`config.mk`:
```
export PLATFORM = sky130hd
export DESIGN_NAME = tfc_top
export DESIGN_NICKNAME = d
export VERILOG_FILES = /design/src/rtl/tfc_pkg.sv /design/src/rtl/tfc_top.sv /design/src/rtl/tfc_counter.sv /design/src/rtl/tfc_channel.sv
export VERILOG_INCLUDE_DIRS = /design/src /design/src/rtl
export SDC_FILE = /design/constraint.sdc
export NUM_CORES = 1
export LEC_CHECK = 0
export CORE_MARGIN = 3
export CORE_UTILIZATION = 64
export CTS_CLUSTER_SIZE = 16
export DETAILED_ROUTE_END_ITERATION = 10
export DONT_BUFFER_PORTS = 1
export GPL_TIMING_DRIVEN = 0
export HOLD_SLACK_MARGIN = 0.05
export PLACE_DENSITY = 0.8
export SLEW_MARGIN = 25
export SYNTH_ARGS = -nofsm -noshare
export SYNTH_HDL_FRONTEND = slang
export SYNTH_SLANG_ARGS = --single-unit
```
`constraint.sdc`:
```
create_clock -name MCLK_I -period 3.5 [get_ports MCLK_I]
set_clock_uncertainty 0.05 [all_clocks]
set_input_delay 0.35 -clock MCLK_I [delete_from_list [all_inputs] [get_ports MCLK_I]]
set_output_delay 0.35 -clock MCLK_I [all_outputs]
set_load 0.01 [all_outputs]
```
`src/rtl/tfc_consts.svh`:
```
// offsets, bit positions, codes and reset values of the force/count/compare block
`ifndef TFC_CONSTS_SVH
`define TFC_CONSTS_SVH

// ==================================================
// register offsets on the 8-bit I/O port
`define TFC_OFS_FORCE 8'h92
`define TFC_OFS_CNT_LO 8'h94
`define TFC_OFS_CNT_HI 8'h95
`define TFC_OFS_MA_LO 8'h98
`define TFC_OFS_MA_HI 8'h99
`define TFC_OFS_MB_LO 8'h9A
`define TFC_OFS_MB_HI 8'h9B
`define TFC_OFS_MC_LO 8'h9C
`define TFC_OFS_MC_HI 8'h9D

// ==================================================
// bit positions of the force strobes
`define TFC_BIT_FORCE_A 7
`define TFC_BIT_FORCE_B 6
`define TFC_BIT_FORCE_C 5

// ==================================================
// reset values and read-as-zero value
`define TFC_RST8 8'h00
`define TFC_RST16 16'h0000
`define TFC_ZERO8 8'h00

// ==================================================
// output action codes
`define TFC_ACT_OFF 2'h0
`define TFC_ACT_TOGGLE 2'h1
`define TFC_ACT_LOW 2'h2
`define TFC_ACT_HIGH 2'h3

// ==================================================
// waveform mode codes without pwm
`define TFC_MODE_NORMAL 4'h0
`define TFC_MODE_CTC_A 4'h4
`define TFC_MODE_CTC_B 4'hC

`endif

```
`src/rtl/tfc_pkg.sv`:
```
// shared types of the force/count/compare block
`default_nettype none
package tfc_pkg;

  // ==================================================
  // one access on the 8-bit I/O port
  typedef struct packed {
    logic [7:0] addr;
    logic [7:0] wdata;
    logic wr;
    logic rd;
  } tfc_bus_t;

  // ==================================================
  // state of one waveform output
  typedef struct packed {
    logic pin;
    logic oe;
    logic evt;
  } tfc_wave_t;

endpackage
`default_nettype wire

```
`src/rtl/tfc_top.sv`:
```
// force-compare strobes, counter and compare registers of a 16-bit timer
`timescale 1ns/1ps
`default_nettype none
`include "tfc_consts.svh"

module tfc_top
  import tfc_pkg::*;
#(
  parameter int WIDTH = 16
) (
  input wire logic MCLK_I,
  input wire logic RST_I,
  input wire tfc_bus_t BUS_I,
  input wire logic TICK_I,
  input wire logic [3:0] WAVE_MODE_SEL_I,
  input wire logic [1:0] OUT_ACTION_A_I,
  input wire logic [1:0] OUT_ACTION_B_I,
  input wire logic [1:0] OUT_ACTION_C_I,
  output logic [7:0] RDATA_O,
  output var tfc_wave_t WAVE_A_O,
  output var tfc_wave_t WAVE_B_O,
  output var tfc_wave_t WAVE_C_O
);

  // ==================================================
  // address decode
  logic wr_force;
  logic wr_cnt_lo;
  logic wr_hi;
  logic rd_cnt_lo;
  logic [2:0] wr_match_lo;

  assign wr_force = BUS_I.wr & (BUS_I.addr == `TFC_OFS_FORCE);
  assign wr_cnt_lo = BUS_I.wr & (BUS_I.addr == `TFC_OFS_CNT_LO);
  assign rd_cnt_lo = BUS_I.rd & (BUS_I.addr == `TFC_OFS_CNT_LO);
  // every high byte write lands in the shared temp register
  assign wr_hi = BUS_I.wr & ((BUS_I.addr == `TFC_OFS_CNT_HI) | (BUS_I.addr == `TFC_OFS_MA_HI) |
                             (BUS_I.addr == `TFC_OFS_MB_HI) | (BUS_I.addr == `TFC_OFS_MC_HI));
  assign wr_match_lo[0] = BUS_I.wr & (BUS_I.addr == `TFC_OFS_MA_LO);
  assign wr_match_lo[1] = BUS_I.wr & (BUS_I.addr == `TFC_OFS_MB_LO);
  assign wr_match_lo[2] = BUS_I.wr & (BUS_I.addr == `TFC_OFS_MC_LO);

  // ==================================================
  // shared temp high byte
  logic [7:0] temp_reg;
  logic [7:0] temp_next;
  logic [WIDTH-1:0] count_w;

  // low read of the counter snapshots its high byte for the later high read
  assign temp_next = wr_hi ? BUS_I.wdata :
                     rd_cnt_lo ? count_w[15:8] : temp_reg;

  always_ff @(posedge MCLK_I or posedge RST_I) begin
    if (RST_I) begin
      temp_reg <= `TFC_RST8;
    end else begin
      temp_reg <= temp_next;
    end
  end

  // ==================================================
  // compare values, committed whole on the low byte write
  logic [WIDTH-1:0] match_value_reg [3];

  always_ff @(posedge MCLK_I or posedge RST_I) begin
    if (RST_I) begin
      for (int i = 0; i < 3; i++) begin
        match_value_reg[i] <= `TFC_RST16;
      end
    end else begin
      for (int i = 0; i < 3; i++) begin
        if (wr_match_lo[i]) begin
          match_value_reg[i] <= {temp_reg, BUS_I.wdata};
        end
      end
    end
  end

  // ==================================================
  // counter write blocks the next tick's compare
  logic block_reg;
  logic block_next;

  // a write mid-run can skip a match; software is expected to avoid it
  assign block_next = wr_cnt_lo ? 1'b1 : TICK_I ? 1'b0 : block_reg;

  always_ff @(posedge MCLK_I or posedge RST_I) begin
    if (RST_I) begin
      block_reg <= 1'b0;
    end else begin
      block_reg <= block_next;
    end
  end

  // ==================================================
  // mode decode and force strobes
  logic non_pwm;
  logic ctc_mode;
  logic force_a;
  logic force_b;
  logic force_c;

  assign ctc_mode = (WAVE_MODE_SEL_I == `TFC_MODE_CTC_A) | (WAVE_MODE_SEL_I == `TFC_MODE_CTC_B);
  assign non_pwm = (WAVE_MODE_SEL_I == `TFC_MODE_NORMAL) | ctc_mode;
  // strobes live for the write cycle only and are never stored
  assign force_a = wr_force & BUS_I.wdata[`TFC_BIT_FORCE_A] & non_pwm;
  assign force_b = wr_force & BUS_I.wdata[`TFC_BIT_FORCE_B] & non_pwm;
  assign force_c = wr_force & BUS_I.wdata[`TFC_BIT_FORCE_C] & non_pwm;

  // ==================================================
  // counter and channels
  logic hit_a;
  logic hit_b;
  logic hit_c;

  tfc_counter #(.WIDTH(WIDTH)) u_counter (
    .clk_i(MCLK_I),
    .rst_i(RST_I),
    .tick_i(TICK_I),
    .load_i(wr_cnt_lo),
    .load_val_i({temp_reg, BUS_I.wdata}),
    .clear_i(ctc_mode & hit_a),
    .count_o(count_w)
  );

  tfc_channel #(.WIDTH(WIDTH)) u_chan_a (
    .clk_i(MCLK_I),
    .rst_i(RST_I),
    .count_i(count_w),
    .value_i(match_value_reg[0]),
    .tick_i(TICK_I),
    .block_i(block_reg),
    .force_i(force_a),
    .action_i(OUT_ACTION_A_I),
    .hit_o(hit_a),
    .wave_o(WAVE_A_O)
  );

  tfc_channel #(.WIDTH(WIDTH)) u_chan_b (
    .clk_i(MCLK_I),
    .rst_i(RST_I),
    .count_i(count_w),
    .value_i(match_value_reg[1]),
    .tick_i(TICK_I),
    .block_i(block_reg),
    .force_i(force_b),
    .action_i(OUT_ACTION_B_I),
    .hit_o(hit_b),
    .wave_o(WAVE_B_O)
  );

  tfc_channel #(.WIDTH(WIDTH)) u_chan_c (
    .clk_i(MCLK_I),
    .rst_i(RST_I),
    .count_i(count_w),
    .value_i(match_value_reg[2]),
    .tick_i(TICK_I),
    .block_i(block_reg),
    .force_i(force_c),
    .action_i(OUT_ACTION_C_I),
    .hit_o(hit_c),
    .wave_o(WAVE_C_O)
  );

  // ==================================================
  // read data
  logic [7:0] rd_mux;
  logic [7:0] rdata_reg;

  // force location and unmapped addresses read zero
  assign rd_mux = (BUS_I.addr == `TFC_OFS_CNT_LO) ? count_w[7:0] :
                  (BUS_I.addr == `TFC_OFS_CNT_HI) ? temp_reg :
                  (BUS_I.addr == `TFC_OFS_MA_LO) ? match_value_reg[0][7:0] :
                  (BUS_I.addr == `TFC_OFS_MA_HI) ? match_value_reg[0][15:8] :
                  (BUS_I.addr == `TFC_OFS_MB_LO) ? match_value_reg[1][7:0] :
                  (BUS_I.addr == `TFC_OFS_MB_HI) ? match_value_reg[1][15:8] :
                  (BUS_I.addr == `TFC_OFS_MC_LO) ? match_value_reg[2][7:0] :
                  (BUS_I.addr == `TFC_OFS_MC_HI) ? match_value_reg[2][15:8] : `TFC_ZERO8;

  always_ff @(posedge MCLK_I or posedge RST_I) begin
    if (RST_I) begin
      rdata_reg <= `TFC_RST8;
    end else if (BUS_I.rd) begin
      rdata_reg <= rd_mux;
    end
  end

  assign RDATA_O = rdata_reg;
endmodule
`default_nettype wire

```
`src/rtl/tfc_counter.sv`:
```
// 16-bit up counter with software load and clear-on-match
`timescale 1ns/1ps
`default_nettype none
`include "tfc_consts.svh"

module tfc_counter #(
  parameter int WIDTH = 16
) (
  input wire logic clk_i,
  input wire logic rst_i,
  input wire logic tick_i,
  input wire logic load_i,
  input wire logic [WIDTH-1:0] load_val_i,
  input wire logic clear_i,
  output logic [WIDTH-1:0] count_o
);

  logic [WIDTH-1:0] count_reg;
  logic [WIDTH-1:0] count_next;

  // load wins over clear, clear wins over counting
  assign count_next = load_i ? load_val_i :
                      clear_i ? '0 :
                      tick_i ? count_reg + {{(WIDTH-1){1'b0}}, 1'b1} : count_reg;

  // counter storage
  always_ff @(posedge clk_i or posedge rst_i) begin
    if (rst_i) begin
      count_reg <= '0;
    end else begin
      count_reg <= count_next;
    end
  end

  assign count_o = count_reg;

endmodule
`default_nettype wire

```
`src/rtl/tfc_channel.sv`:
```
// one compare channel: match detect and waveform output
`timescale 1ns/1ps
`default_nettype none
`include "tfc_consts.svh"

module tfc_channel
  import tfc_pkg::*;
#(
  parameter int WIDTH = 16
) (
  input wire logic clk_i,
  input wire logic rst_i,
  input wire logic [WIDTH-1:0] count_i,
  input wire logic [WIDTH-1:0] value_i,
  input wire logic tick_i,
  input wire logic block_i,
  input wire logic force_i,
  input wire logic [1:0] action_i,
  output logic hit_o,
  output var tfc_wave_t wave_o
);

  logic pin_reg;
  logic pin_next;
  logic oe_reg;
  logic evt_reg;
  logic fire;

  // real match: timer tick, equal value, not blocked by a counter write
  assign hit_o = tick_i & ~block_i & (count_i == value_i);
  // forced match acts on the pin like a real one
  assign fire = hit_o | force_i;

  // output action chosen by the current action code
  assign pin_next = !fire ? pin_reg :
                    (action_i == `TFC_ACT_TOGGLE) ? ~pin_reg :
                    (action_i == `TFC_ACT_LOW) ? 1'b0 :
                    (action_i == `TFC_ACT_HIGH) ? 1'b1 : pin_reg;

  // pin, drive enable and match event pulse
  always_ff @(posedge clk_i or posedge rst_i) begin
    if (rst_i) begin
      pin_reg <= 1'b0;
      oe_reg <= 1'b0;
      evt_reg <= 1'b0;
    end else begin
      pin_reg <= pin_next;
      oe_reg <= (action_i != `TFC_ACT_OFF);
      evt_reg <= hit_o;
    end
  end

  assign wave_o = '{pin: pin_reg, oe: oe_reg, evt: evt_reg};

endmodule
`default_nettype wire

```
==> reports/qor.yml <==
outcome:
  status: "finished clean"
yosys:
  yosysWarningCount: 0
  synth_cell_types: 50
  synth-seq-area-share_pct: 43.6
  syn_area_sq_mm: 0.00517
  syn-num-nets: 548
  synth_cells: 516
  synth_edf_count: 0
  postSynthAreaPerCell_sq_um: 10.0
  synth-async-reset-ratio_pct: 100
  synthFlopType: "dfrtp_1"
  synth_seq_cells: 90
die:
  die_area_sq_mm: 0.00919
  placementRows: 32
  io_pins: 48
  die_h_microns: 95.8
  die_x_microns: 95.8
  core-area_sq_mm: 0.00777
  start_util_pct: 66.5
cts:
  clock_latency_ps: 360
  h-tree-depth: 3
  cts_buffer_depth: 2
  cts_root_buffer: "clkbuf_8"
  post_cts_resized: 0
  cts.sinks: 90
  cts_tree: "built"
  postCtsSetupRepairBufs: 0
  cts_buffers: 9
  clk_pin_slew_ps: 90
finish:
  largest_register_ffs: 48
  final_nets: 565
  syn_to_final_growth_pct: 7.44
  antenna_cells: 0
  drive_gt1_share_pct: 21.1
  fin_util_pct: 71.5
  stdcell_area_sq_mm: 0.00555
place:
  gp_congestion: 1.02
  dp_hpwl_microns: 11400
  numPortBuffers: 0
  dpl_cell_area_sq_mm: 0.00533
sta:
  drv_slew: 0
  fmax_ghz: 0.387
  max-slew-margin-rel_pct: 36.0
  finalCritPeriodShare_pct: 73.8
  setup_viol: 0
  layout_min_cycle_time_ps: 2580
  hold_viol_final: 0
  rsz0062_at_grt: "false"
  finalSetupTns_ps: 0
  worst_slew_pin_slew_ps: 960
drt:
  vias: 4311
  top_layer: "met4"
  detail-route-antenna-nets: 0
  drtIter0Drc: 417
  routedWlPerCell_microns: 24.0
  m1WireLength_microns: 6150
  drtPass1Iterations: 5
  finalWirelength_microns: 15300
  wl_met2_microns: 7290
  drc_errors: 0
  post_drt_via_cell_ratio: 6.76
  wl_met3_microns: 1380
setup_path:
  critPathSlowestCell: "o41ai_1"
  cp_common_cell: "a21oi_1"
  crit_chain: "clkbuf_1 -> xor2_1 -> nor4_1 -> nand2_1 -> o41ai_1 -> a21oi_1 -> a21oi_1"
  cp_max_fo: 8
  required_ps: 3750
  critPathArrivalTime_ps: 2840
  critPathCaptureType: "flip-flop"
  slowest_delay_ps: 790
  cp-start-kind: "flip-flop"
  worstSetupPathType: "reg -> reg"
grt:
  antenna_found_initial: 0
  grt_pass1_wl_microns: 23500
  grt_pass1_vias: 4195
  grt_max_degree: 49
  grt.total_usage_pct: 35.2
  grt_overflow: 0
pwr:
  powerDensity_mw_per_mm2: 446
  p_leak_nw: 2.53
  max-vdd-ir-drop_uv: 259
  total_power_mw: 2.48
flow_run:
  maxCapViolCount: 0
min_path:
  hold_path_class: "in -> reg"
metrics by stage:
stage / hold slack (ps) / worst slack (ps) / std cells
6_report: 48.8 / 918 / 638
5_1_grt: 54.7 / 775 / 638
4_1_cts: 51.5 / 959 / 638
3_5_place_dp: 197 / 947 / 619
3_3_place_gp: 409 / -64.9 / 618
2_1_floorplan: 400 / 765 / 516
power breakdown:
group / internal (mW) / switching, mW
Combinational: 0.225 / 0.364
Clock: 0.322 / 0.362
Sequential: 1.12 / 0.0815
critical path, delay by kind of cell (launching register included):
| family | cells | cell delay [ps] |
|---|---|---|
| AOI/OAI and AO/OA | 3 | 1070 |
| buffers and inverters | 1 | 420 |
| and+or+nand+nor | 2 | 420 |
| DFF | 1 | 360 |
| xor gates and xnor gates | 1 | 190 |
metal layers:
layer / vias up / track usage (%)
li1: 1883 / -
met1: 2126 / 46.7
met2: 256 / 55.4
met3: 46 / 5.55
met4: 0 / 19.1
met5: - / 0
layout make-up:
type	count	area (sq um)
Multi-Input combinational cell	366	2620
Sequential cell	90	2250
Fill cell	611	2220
Buffer	47	245
Clock buffer	11	131
Tap cell	102	128
Timing Repair Buffer	6	77.6
Inverter	13	53.8
Clock inverter	3	42.5
cell usage after synthesis, types with 2 or more instances:
cell type / instances / area share, %
a21o_1: 4 / 0.58
a21oi_1: 12 / 1.2
a22oi_1: 13 / 1.9
a2bb2oi_1: 4 / 0.68
a31oi_1: 5 / 0.61
a32oi_1: 4 / 0.68
and2_1: 2 / 0.24
and3_1: 4 / 0.48
and4_1: 2 / 0.34
buf_1: 2 / 0.15
buf_2: 19 / 1.8
buf_4: 10 / 1.5
clkbuf_1: 15 / 1.1
dfrtp_1: 90 / 44
inv_1: 13 / 0.94
mux2_2: 55 / 12
mux2i_1: 5 / 0.97
nand2_1: 51 / 3.7
nand3_1: 21 / 2.0
nand4_1: 9 / 1.1
nor2_1: 10 / 0.73
nor2b_1: 5 / 0.61
nor3_1: 6 / 0.58
nor3b_1: 2 / 0.29
nor4_1: 11 / 1.3
o21ai_0: 43 / 4.2
o221a_2: 4 / 0.87
o22ai_1: 8 / 0.97
o31a_1: 3 / 0.51
o31ai_1: 2 / 0.29
o41ai_1: 3 / 0.51
or2_2: 4 / 0.48
or3_1: 2 / 0.24
xnor2_1: 28 / 4.7
xor2_1: 30 / 5.1
cells in the final DEF (no fill, tap or decap), types with 6 or more instances in the layout:
cell type  Yosys  layout
inv_1         13      12
clkbuf_8       0       9
nor3_1         6       6
xor2_1        30      30
nand4_1        9       9
dfrtp_1       90      90
xnor2_1       28      28
o22ai_1        8       8
buf_2         19      19
mux2_2        55      55
nor2_1        10      10
a21oi_1       12      12
a22oi_1       13      13
nand3_1       21      21
nor4_1        11      11
clkbuf_1      15      17
buf_4         10      10
nand2_1       51      51
o21ai_0       43      43
timing repair:
item	4_1_cts	5_1_grt
setup endpoints to repair	0	0
hold endpoints to repair	44	0
hold buffers	5	0
path summary, 6_finish.rpt:
check                                      from                   end  slack (ps)  cells past startpoint
setup reg to reg           u_counter.count_o[0]      u_chan_b.pin_reg         920                      7
setup / recovery           u_counter.count_o[0]      u_chan_b.pin_reg         920                      7
hold / removal                         BUS_I[7]  u_counter.count_o[5]          50                      2
max in group asynchronous                 RST_I   match_value_reg[23]        2400                      3
min in group asynchronous                 RST_I   match_value_reg[19]         430                      2
hold reg to reg                       block_reg             block_reg         490                      1
cell families after synthesis:
kind of cell | after synthesis | synth area share [%]
AO/OA/AOI/OAI | 112 | 14.5
adder cells (fa/ha/maj) | 1 | 0.242
multiplexers | 60 | 13.0
XOR/XNOR | 58 | 9.83
buffers and inverters | 60 | 5.69
AND/OR/NAND/NOR | 135 | 13.2
flip-flops | 90 | 43.6
(Power assumes the default switching activity.)
